## src/hscd_params.svh

```systemverilog
// constants for the hub strap configuration decoder
`ifndef HSCD_PARAMS_SVH
`define HSCD_PARAMS_SVH
`define HSCD_PORTS       4
`define HSCD_LVL_W       3
// sensed five-level strap codes, from the pin sense front end
`define HSCD_LVL_PD_WEAK 3'h0
`define HSCD_LVL_PU_WEAK 3'h1
`define HSCD_LVL_PD_MID  3'h2
`define HSCD_LVL_PU_MID  3'h3
`define HSCD_LVL_PD_HARD 3'h4
// three-level sense codes on the serial mode pins
`define HSCD_SNS_FLOAT   2'h0
`define HSCD_SNS_PULLUP  2'h1
`define HSCD_SNS_PULLDN  2'h2
`endif

```

## src/hscd_pkg.sv

```systemverilog
// types for the hub strap configuration decoder
package hscd_pkg;
   typedef enum logic [3:0] {
      HSCD_ST_RESET   = 4'b0001,
      HSCD_ST_CAPTURE = 4'b0010,
      HSCD_ST_EXT_CFG = 4'b0100,
      HSCD_ST_OTP_CFG = 4'b1000
   } hscd_stage_e;
   typedef enum logic [1:0] {
      HSCD_FN_SPI  = 2'b01,
      HSCD_FN_MGMT = 2'b10
   } hscd_mode_e;
   typedef struct packed {
      logic [1:0] dout_sense;
      logic [1:0] clk_sense;
      logic [2:0] fixed_port_count_strap;
      logic [2:0] charging_ports_strap;
      logic [3:0] port_dplus_off_strap;
      logic [3:0] port_dminus_off_strap;
   } hscd_straps_s;
   typedef struct packed {
      logic       mgmt_mode;
      logic [3:0] dplus_off;
      logic [3:0] dminus_off;
      logic [3:0] usb2_port_off;
      logic [3:0] usb3_port_off;
      logic [3:0] fixed_ports;
      logic [3:0] charging_ports;
   } hscd_cfg_s;
endpackage

```

## src/hscd_strap_decoder.sv

```systemverilog
// strap capture and decode for a four-port hub
//
// Behaviour
// - capture all straps when power-on or chip reset is released; use as default
// - pull-ups on both serial data-out and clock select management slave mode
// - no pull on serial data-out and clock selects serial ROM mode
// - shared pins: ROM enable/din/dout/clk, or two straps, mgmt data, mgmt clock
// - positive-line strap 0 enables D+, 1 disables it, per port
// - negative-line strap 0 enables D-, 1 disables it, per port
// - port disabled only when both its line straps are high
// - a strap-disabled USB 2.0 port also disables its USB 3.1 function
// - five-level fixed-port strap gives zero to four non-removable ports
// - five-level charging strap gives zero to four charging ports
// - internal pulls stay enabled at all times
// - after capture go to external config if mgmt mode, else OTP config
`timescale 1ns/1ps
`default_nettype none
`include "hscd_params.svh"
module hscd_strap_decoder
   import hscd_pkg::*;
(
   input  wire logic         clk,          // 125 MHz core clock
   input  wire logic         rst,          // power-on reset, async high
   input  wire logic         chip_rst_n,   // external chip reset pin
   input  wire hscd_straps_s straps_pin,   // sensed strap levels
   input  wire logic         rom_sig_ok,   // ROM signature checked valid
   output logic              cfg_valid,    // straps captured and decoded
   output hscd_cfg_s         cfg,          // decoded configuration
   output hscd_mode_e        pin_mode,     // shared pin function set
   output logic              rom_enable,   // serial ROM path in use
   output hscd_stage_e       boot_stage,   // boot stage after strap read
   output logic              pulls_en      // internal pulls enabled
);

   // five-level strap to port mask of ports 1..n
   function automatic logic [3:0] lvl_to_mask(input logic [2:0] lvl);
      case (lvl)
         `HSCD_LVL_PD_WEAK: lvl_to_mask = 4'h0;
         `HSCD_LVL_PU_WEAK: lvl_to_mask = 4'h1;
         `HSCD_LVL_PD_MID:  lvl_to_mask = 4'h3;
         `HSCD_LVL_PU_MID:  lvl_to_mask = 4'h7;
         `HSCD_LVL_PD_HARD: lvl_to_mask = 4'hf;
         default:           lvl_to_mask = 4'h0;
      endcase
   endfunction

   hscd_straps_s straps_m_reg;
   hscd_straps_s straps_s_reg;
   logic         chip_m_reg;
   logic         chip_s_reg;
   logic         chip_d_reg;
   logic         chip_rel;
   hscd_cfg_s    cfg_next;
   hscd_stage_e  stage_reg;
   hscd_stage_e  stage_next;

   // two-flop sync of pins from outside the clock domain
   // only the second flop of each pair is read by any logic
   always_ff @(posedge clk or posedge rst)
   begin
      if (rst)
      begin
         straps_m_reg <= '0;
         straps_s_reg <= '0;
         chip_m_reg   <= 1'b0;
         chip_s_reg   <= 1'b0;
         chip_d_reg   <= 1'b0;
      end
      else
      begin
         straps_m_reg <= straps_pin;
         straps_s_reg <= straps_m_reg;
         chip_m_reg   <= chip_rst_n;
         chip_s_reg   <= chip_m_reg;
         chip_d_reg   <= chip_s_reg;
      end
   end

   // chip reset release seen on the synced level
   assign chip_rel = chip_s_reg & ~chip_d_reg;

   // decode of the synced straps
   always_comb
   begin
      cfg_next           = '0;
      cfg_next.mgmt_mode = (straps_s_reg.dout_sense == `HSCD_SNS_PULLUP) &&
                           (straps_s_reg.clk_sense == `HSCD_SNS_PULLUP);
      cfg_next.dplus_off  = straps_s_reg.port_dplus_off_strap;
      cfg_next.dminus_off = straps_s_reg.port_dminus_off_strap;
      cfg_next.usb2_port_off = straps_s_reg.port_dplus_off_strap &
                               straps_s_reg.port_dminus_off_strap;
      cfg_next.usb3_port_off = cfg_next.usb2_port_off;
      cfg_next.fixed_ports =
         lvl_to_mask(straps_s_reg.fixed_port_count_strap);
      cfg_next.charging_ports =
         lvl_to_mask(straps_s_reg.charging_ports_strap);
   end

   // boot stage sequencing
   always_comb
   begin
      case (stage_reg)
         HSCD_ST_RESET:   stage_next = HSCD_ST_CAPTURE;
         HSCD_ST_CAPTURE: stage_next = cfg_next.mgmt_mode ?
                             HSCD_ST_EXT_CFG : HSCD_ST_OTP_CFG;
         HSCD_ST_EXT_CFG: stage_next = HSCD_ST_EXT_CFG;
         HSCD_ST_OTP_CFG: stage_next = HSCD_ST_OTP_CFG;
         default:         stage_next = HSCD_ST_RESET;
      endcase
   end

   // stage register; chip reset held low restarts the sequence
   always_ff @(posedge clk or posedge rst)
   begin
      if (rst)
         stage_reg <= HSCD_ST_RESET;
      else if (!chip_s_reg)
         stage_reg <= HSCD_ST_RESET;
      else if (stage_reg == HSCD_ST_RESET && !chip_rel && cfg_valid)
         stage_reg <= stage_reg;
      else
         stage_reg <= stage_next;
   end

   // capture once per release; held until the next reset
   always_ff @(posedge clk or posedge rst)
   begin
      if (rst)
      begin
         cfg       <= '0;
         cfg_valid <= 1'b0;
      end
      else if (!chip_s_reg)
      begin
         cfg       <= '0;
         cfg_valid <= 1'b0;
      end
      else if (stage_reg == HSCD_ST_CAPTURE)
      begin
         cfg       <= cfg_next;
         cfg_valid <= 1'b1;
      end
   end

   // pin function, ROM enable and stage outputs
   always_ff @(posedge clk or posedge rst)
   begin
      if (rst)
      begin
         pin_mode   <= HSCD_FN_SPI;
         rom_enable <= 1'b0;
         boot_stage <= HSCD_ST_RESET;
         pulls_en   <= 1'b1;
      end
      else
      begin
         pin_mode   <= cfg.mgmt_mode ? HSCD_FN_MGMT : HSCD_FN_SPI;
         rom_enable <= cfg_valid && !cfg.mgmt_mode && rom_sig_ok;
         boot_stage <= stage_reg;
         pulls_en   <= 1'b1;
      end
   end
endmodule
`default_nettype wire

```

## config.mk

```make
export PLATFORM = sky130hd
export DESIGN_NAME = hscd_strap_decoder
export DESIGN_NICKNAME = d
export VERILOG_FILES = /design/src/hscd_pkg.sv /design/src/hscd_strap_decoder.sv
export VERILOG_INCLUDE_DIRS = /design/src /design/src/src
export SDC_FILE = /design/constraint.sdc
export NUM_CORES = 1
export LEC_CHECK = 0
export BUFFER_PORTS_ARGS = -buffer_cell sky130_fd_sc_hd__buf_2
export CORE_MARGIN = 2
export CORE_UTILIZATION = 47
export DETAILED_ROUTE_END_ITERATION = 7
export PLACE_DENSITY = 0.71
export SLEW_MARGIN = 20
export SYNTH_ARGS = -nofsm -noshare
export SYNTH_HDL_FRONTEND = slang
export SYNTH_SLANG_ARGS = --single-unit
```

## constraint.sdc

```tcl
create_clock -name clk -period 2.65 [get_ports clk]
set_clock_uncertainty 0.15 [all_clocks]
set_input_delay 0.795 -clock clk [delete_from_list [all_inputs] [get_ports clk]]
set_output_delay 0.795 -clock clk [all_outputs]
set_load 0.005 [all_outputs]
```

Word level (Yosys, flattened, before mapping) --
Index checks and enable logic that the tools add are counted.
Word-level totals: input port bits 22, memories 0, bits in writable memories 0, output and inout bits 34, bits in latches 0, logic and storage cells 64, ROM bits 0, register bits 76
Operators by class: reductions and logical operators 7, muxes and demuxes 11, magnitude comparators 0, bitwise operators 3, $mul 0, equality and inequality tests 16, shifts and indexed selects 0, divide/modulo/power cells 0, $add $sub $neg 0
Operator list (count):
- 2-to-1 mux 25 bit | 2
- one-hot mux 4 bit (4 select lines) | 3
- equality test 3 x 2 -> 1 bit, second input constant | 4
- 2-to-1 mux 4 bit | 3
- equality test 3 x 1 -> 1 bit, second input constant | 2
- equality test 3 bit, second input constant | 2
- logical AND 1 bit | 5
- bitwise AND 4 bit | 1
- equality test 2 x 1 -> 1 bit, second input constant | 2
- equality test 4 x 1 -> 1 bit, second input constant | 1
- equality test 4 x 2 -> 1 bit, second input constant | 1
- equality test 4 x 3 -> 1 bit, second input constant | 1
- equality test 4 bit, second input constant | 1
- zero test 1 bit | 2
- 2-to-1 mux 1 bit | 2
- 2-to-1 mux 2 bit | 1
- != test 2 x 1 -> 1 bit, second input constant | 1
- != test 2 bit, second input constant | 1
- bitwise AND 1 bit | 1
- NOT 1 bit | 1

Logic depth before layout (Yosys ltp) --
Gate-level depths: netlist of run 1.
depth after elaboration 7, gate-level depth with buffers 4, mapped depth without buffers 3

Worst setup path before layout of run 1 --
No wires, ideal clock.
kind reg2reg, start point reg stage_reg[0], end point reg stage_reg[0], arrival 1412 ps, period minus slack after synthesis 1644 ps, path buffers 0, setup slack 1006 ps, cell stages (with the launch flop) 4, data required time 2418 ps, setup time 82 ps, path through dfstp_2 -> or4b_4 -> o311a_2 -> or2_1
On the way: cells in the longest elaborated chain, start to end 4, elaborated cells between the ends (all ways) 10, classes of those cells 5 x eq/ne; 3 x mux; 2 x reduce/logical
Ends and longest elaborated chain:
- start, declared | RTL line hscd_strap_decoder.sv:54 | hscd_stage_e stage_reg;
- start signal, assigned | RTL line hscd_strap_decoder.sv:120 | stage_reg <= stage_reg;
- start signal, assigned | RTL line hscd_strap_decoder.sv:122 | stage_reg <= stage_next;
- equality test 4 bit (tied with other cells) | RTL line hscd_strap_decoder.sv:102 | case (stage_reg)
- one-hot mux 4 bit (4 select lines) or logical AND 1 bit (tied branches) | RTL line hscd_strap_decoder.sv:102, hscd_strap_decoder.sv:119
- 2-to-1 mux 4 bit or logical AND 1 bit (tied branches) | RTL line hscd_strap_decoder.sv:119 | else if (stage_reg == HSCD_ST_RESET && !chip_rel && cfg_valid)
- 2-to-1 mux 4 bit or != test 2 bit (tied branches)
Several ways; a longest one is shown, not always the timed one. The select of a mux whose other input is x is not followed. A chain may end at the register's enable or synchronous reset.

Worst setup path after layout of run 1 --
start point reg pin_mode[0], end point out pin_mode[0]
RTL lines:
- start, declared | RTL line hscd_strap_decoder.sv:29 | output hscd_mode_e pin_mode,
- start signal, assigned | RTL line hscd_strap_decoder.sv:157 | pin_mode <= cfg.mgmt_mode ? HSCD_FN_MGMT : HSCD_FN_SPI;
No word-level cell between the ends.

==> qor.yml, run 1 <==
min_period_ns: 1.884
power_per_cell_area_nw_per_um2: 726.3
syn-num-nets: 195
worst-path-buf-inv: 1
grtUsageTotal: 0.1452
power_leakage_uw: 0.001394
synth-async-reset-ratio: 1.000
drtIter0Drc: 72
outcome: "complete, no violations"
dp.cells: 288
finalHoldViolCount: 0
setup_tns_ns: 0
initial_utilization: 0.4806
post-route-drc-count: 0
h-tree-depth: 3
drive_above_1_share: 0.3376
dieHeight_um: 75.81
clock.fmax_mhz: 530.9
whs_ns: 0.1979
multiInputGateArea_um2: 533.0
rows: 26
slew_violations: 0
holdPathEnd: "cfg_next[20]"
dr_wl_met3_um: 178
synth-seq-cells: 72
numCtsBuffers: 9
synth_ff_type: "dfrtp_1"
cts.sinks: 72
cp_max_fo: 1
dpl_worst_slack_ns: 0.7691
synth_area_um2: 2424
min_from: "straps_m_reg[4]"
detailedRoute.firstPassIterationCount: 4
vias_per_cell: 4.635
maxUsedRoutingLayer: "met4"
synth_area_leader_cell: "dfrtp_1"
root_buffer: "clkbuf_8"
r2r_end: "cfg[15]"
syn_area_per_cell_um2: 14.01
synth_edf_count: 0
wl_um: 3724
hold_class: "reg2reg"
port_buffers: 54
die_area_um2: 5747
die_x_um: 75.81
grt_setup_unrepaired: "false"
end_kind: "output pin"
clk_path_buf_depth: 2
irDropWorstVdd_uv: 429.1
netlist-cell-type-count: 31
vias: 1409
largest_reg_flops: 21
setup_viol: 0
worst_path_max_delay_cell: "dfstp_2"
path_cells: "buf_2"
min_path_cells: 0
cts.repair.resized: 0
antenna_left: 0
core-area_um2: 5042
synthToLayoutAreaGrowth_pct: 19.88
final_nets: 251
ys_warn_count: 0
pin_count: 56
clkLatencyLatePin_ns: 0.33
slowest_delay_ns: 0.51
seqCellArea_um2: 1805
crit_path_start_kind: "flip-flop"
relSlewSlack: 0.5735
rrSetupSlack_ns: 0.78
avgRoutedWirePerCell_um: 12.25
grt_overflow_total: 0
worstRegToRegCells: 4
tightestPinTransition_ns: 0.6370
crit_arrival_ns: 0.94
ys_top_cells_by_area: "dfrtp_1 (71%), a21boi_0 (5.3%), nand2_1 (4.5%), dfstp_2 (3.3%), buf_4 (1.5%)"
first_global_vias: 1345
grt_antenna_before_repair: 0
place_congestion: 0.8192
r2r-start: "stage_reg[3]"
holdBufCountCts: 0
antenna_cells: 0
yosysSeqAreaShare: 0.7450
synth_top_area_frac: 0.7124
crit_required_ns: 1.71
cts_tree: "built"
cap_violations: 0
path_clk_slew_ns: 0.07
fillCellCount: 437
setup_ws_ns: 0.7663
synth_common_cells: "dfrtp_1 (69), nand2_1 (29), a21boi_0 (17)"
m1WireLength_um: 1653
path_delay_family: "flip-flops"
post_cts_buffers: 0
yosysMostFrequentCell: "dfrtp_1"
path_class: "reg2out"
post-route-period-util: 0.7108
stdcell_count: 304
grt_start_max_net_pins: 73
wl_met2_um: 1818
syn_inst: 173
grt_pass1_wl_um: 5975
dp.final_hpwl_um: 2423
## per-stage QoR
stage	utilization	area (um2)	total power, uW
6_report	0.5762	2905	2110
3_3_place_gp	0.5424	2735	1388
3_5_place_dp	0.5424	2735	1392
2_1_floorplan	-	2427	1326
5_1_grt	0.5762	2905	2205
4_1_cts	0.5762	2905	2142
## cell families (layout without fill, tap and decap cells)
group / Yosys count / count (layout) / share of synthesized area
buffers and inverters: 13 / 74 / 0.03511
other: 1 / 1 / 0.001547
flip-flops: 72 / 72 / 0.7450
AND/OR/NAND/NOR: 52 / 52 / 0.1151
AO/OA/AOI/OAI: 34 / 34 / 0.09964
XOR/XNOR: 1 / 1 / 0.003614
## worst max-delay path by stage
stage | startpoint | slack, ns | depth (start not counted) | endpoint
4_1_cts | pin_mode[0] | 0.75 | 1 | pin_mode[0]
3_3_place_gp | stage_reg[3] | 0.85 | 4 | cfg[14]
5_1_grt | stage_reg[3] | 0.59 | 4 | cfg[12]
2_1_floorplan | rst | 0.91 | 1 | boot_stage[1]
6_report | pin_mode[0] | 0.77 | 1 | pin_mode[0]
3_5_place_dp | stage_reg[3] | 0.77 | 4 | cfg[20]
## cell type report
| class | count | share of cell area |
|---|---|---|
| Clock buffer | 16 | 0.05857 |
| Multi-Input combinational cell | 88 | 0.1835 |
| Tap cell | 70 | 0.03015 |
| Timing Repair Buffer | 56 | 0.1025 |
| Sequential cell | 72 | 0.6214 |
| Inverter | 2 | 0.003876 |
## metal layers
layer,vias up,global-route usage
met1,691,0.1868
li1,680,-
met3,7,0.05159
met4,0,0.08772
met5,-,0
met2,31,0.2117
## report_power, final
part           total [uW]  internal [uW]  switching [uW]  leakage [uW]
logic                 162           77.4            84.2      0.000409
registers            1200           1170            39.2      0.000900
clock network         744            394             350     0.0000850
total                2110           1640             474       0.00139
## layout by cell type, fill, tap and decap left out, drive strengths merged
master,n
a21oi,4
nor3,3
nor3b,2
buf,56
nor2b,3
nor4bb,1
a211oi,1
dfstp,3
or4b,2
nand2,29
o21ai,7
or2,1
and3,1
nand3,4
clkinvlp,1
clkbuf,16
a21boi,17
o21a,1
nor2,4
conb,1
dfrtp,69
nand3b,1
nor4b,1
inv,1
o21ba,2
xnor2,1
a2bb2oi,1
o311a,1
Note: power is estimated with default switching activity, not from simulation.
==> run 2, diff against run 1 <==
- ABC_AREA: default -> 1
- CORE_UTILIZATION: 47 -> 48
- PLACE_DENSITY: 0.71 -> 0.72
- clock period: 2.65 -> 1.6 ns (I/O delays scaled with it)
==> qor.yml, run 2 <==
outcome: "complete, no violations"
grt_antenna_before_repair: 0
clkLatencyLatePin_ns: 0.33
path_class: "reg2out"
drive_above_1_share: 0.3746
final_common_cell: "dfrtp_1"
slew_violations: 0
finish.utilization: 0.6076
synth_top_area_frac: 0.6699
cts.repair.resized: 0
pin_count: 56
irDropWorstVdd_uv: 846.1
dieHeight_um: 77.28
post_cts_buffers: 0
power_per_cell_area_nw_per_um2: 1240
path_clk_slew_ns: 0.07
root_buffer: "clkbuf_8"
finalHoldViolCount: 0
final_area_um2: 3123
top_usage_layer: "met2"
path_cells: "buf_2"
grt_pass1_wl_um: 7155
end_kind: "output pin"
met2_usage: 0.2435
first_global_vias: 1517
h-tree-depth: 3
path_delay_family: "flip-flops"
postPlaceCellArea_um2: 2897
synth-async-reset-ratio: 1.000
grt_overflow_total: 0
synth_area_leader_cell: "dfrtp_1"
grt_start_max_net_pins: 73
port_buffers: 54
syn_area_per_cell_um2: 11.77
gr-usage-met1: 0.1979
avgRoutedWirePerCell_um: 11.65
post-route-drc-count: 0
detailedRoute.firstPassIterationCount: 4
cts_tree: "built"
dp.cells: 337
synth_edf_count: 0
crit_path_start_kind: "flip-flop"
wl_um: 4113
stdcell_count: 353
cts.sinks: 72
p_total_uw: 3872
final_cell_mix: "dfrtp_1 (69), nand2_1 (56), buf_2 (54), inv_1 (17), nor2_1 (15)"
syn-num-nets: 241
yosysSeqAreaShare: 0.7005
slowest_delay_ns: 0.51
crit_arrival_ns: 0.93
rrSetupSlack_ns: 0.18
synthToLayoutAreaGrowth_pct: 21.17
cap_violations: 0
worst_path_max_delay_cell: "dfstp_2"
rows: 26
synth_common_cells: "dfrtp_1 (69), nand2_1 (56), inv_1 (18)"
post-route-period-util: 0.9779
antenna_left: 0
holdBufCountCts: 0
use_met3: 0.06588
crit_required_ns: 0.97
clk_path_buf_depth: 2
core-area_um2: 5140
synth_ff_type: "dfrtp_1"
hold_class: "in2async"
synth-seq-cells: 72
largest_reg_flops: 21
setup_viol: 0
place_congestion: 0.7492
vias_per_cell: 4.377
ys_warn_count: 0
syn_inst: 219
drtIter0Drc: 57
final_nets: 300
yosysMostFrequentCell: "dfrtp_1"
min_period_ns: 1.565
initial_utilization: 0.5015
numCtsBuffers: 9
worst-path-buf-inv: 1
die_x_um: 77.28
die_area_um2: 5972
grtUsageTotal: 0.1593
vias: 1545
setup_tns_ns: 0
ys_top_cells_by_area: "dfrtp_1 (67%), nand2_1 (8.2%), nand2_4 (5.2%), dfstp_2 (3.1%), nand2_2 (2.7%)"
netlist-cell-type-count: 20
grt_setup_unrepaired: "true"
power_leakage_uw: 0.001735
cp_max_fo: 1
dp.final_hpwl_um: 2820
antenna_cells: 0
synth_area_um2: 2577
clock.fmax_mhz: 639.1
## run 2: logic make-up after synthesis
group,Yosys count,share of synthesized area
AND/OR/NAND/NOR,114,0.2311
flip-flops,72,0.7005
AO/OA/AOI/OAI,3,0.007282
buffers and inverters,29,0.05971
other,1,0.001455
## run 2: where the power goes
part / internal, uW / switching (uW) / total [uW]
clock: 918 / 627 / 1540
combinational: 123 / 201 / 324
sequential: 1940 / 69.3 / 2000
total: 2980 / 897 / 3870
## run 2: final cells by class
type	count	area (um2)
Sequential cell	72	1805
Clock buffer	11	141.4
Timing Repair Buffer	56	297.8
Inverter	21	87.58
Tap cell	70	87.58
Multi-Input combinational cell	118	623.1
Fill cell	433	2017
Clock inverter	5	80.08
## run 2: worst paths after layout
kind                       cells past startpoint                to             from
setup reg to reg                               6            cfg[2]     stage_reg[0]
hold / removal                                 3  straps_m_reg[12]              rst
max in group asynchronous                      3     boot_stage[0]              rst
hold reg to reg                                0      cfg_next[21]  straps_m_reg[5]
setup / recovery                               1     boot_stage[0]    boot_stage[0]
min in group clk                               1   straps_m_reg[2]    straps_pin[2]
## run 2: layer usage
metal | part of all wire | vias to the layer above
met1 | 0.43 | 721
li1 | - | 782
met3 | 0.057 | 2
met2 | 0.50 | 40
met4 | 0.0083 | 0
met5 | 0 | -
## run 2: through the flow
stage / hold slack, ns / worst slack (ns)
final: 0.07795 / 0.03535
after global routing: 0.06599 / -0.006688
after CTS: 0.07406 / 0.01007
after detailed placement: 0.1847 / 0.08357
after global placement: 0.1830 / 0.1438
after floorplan: 0.1812 / 0.1745
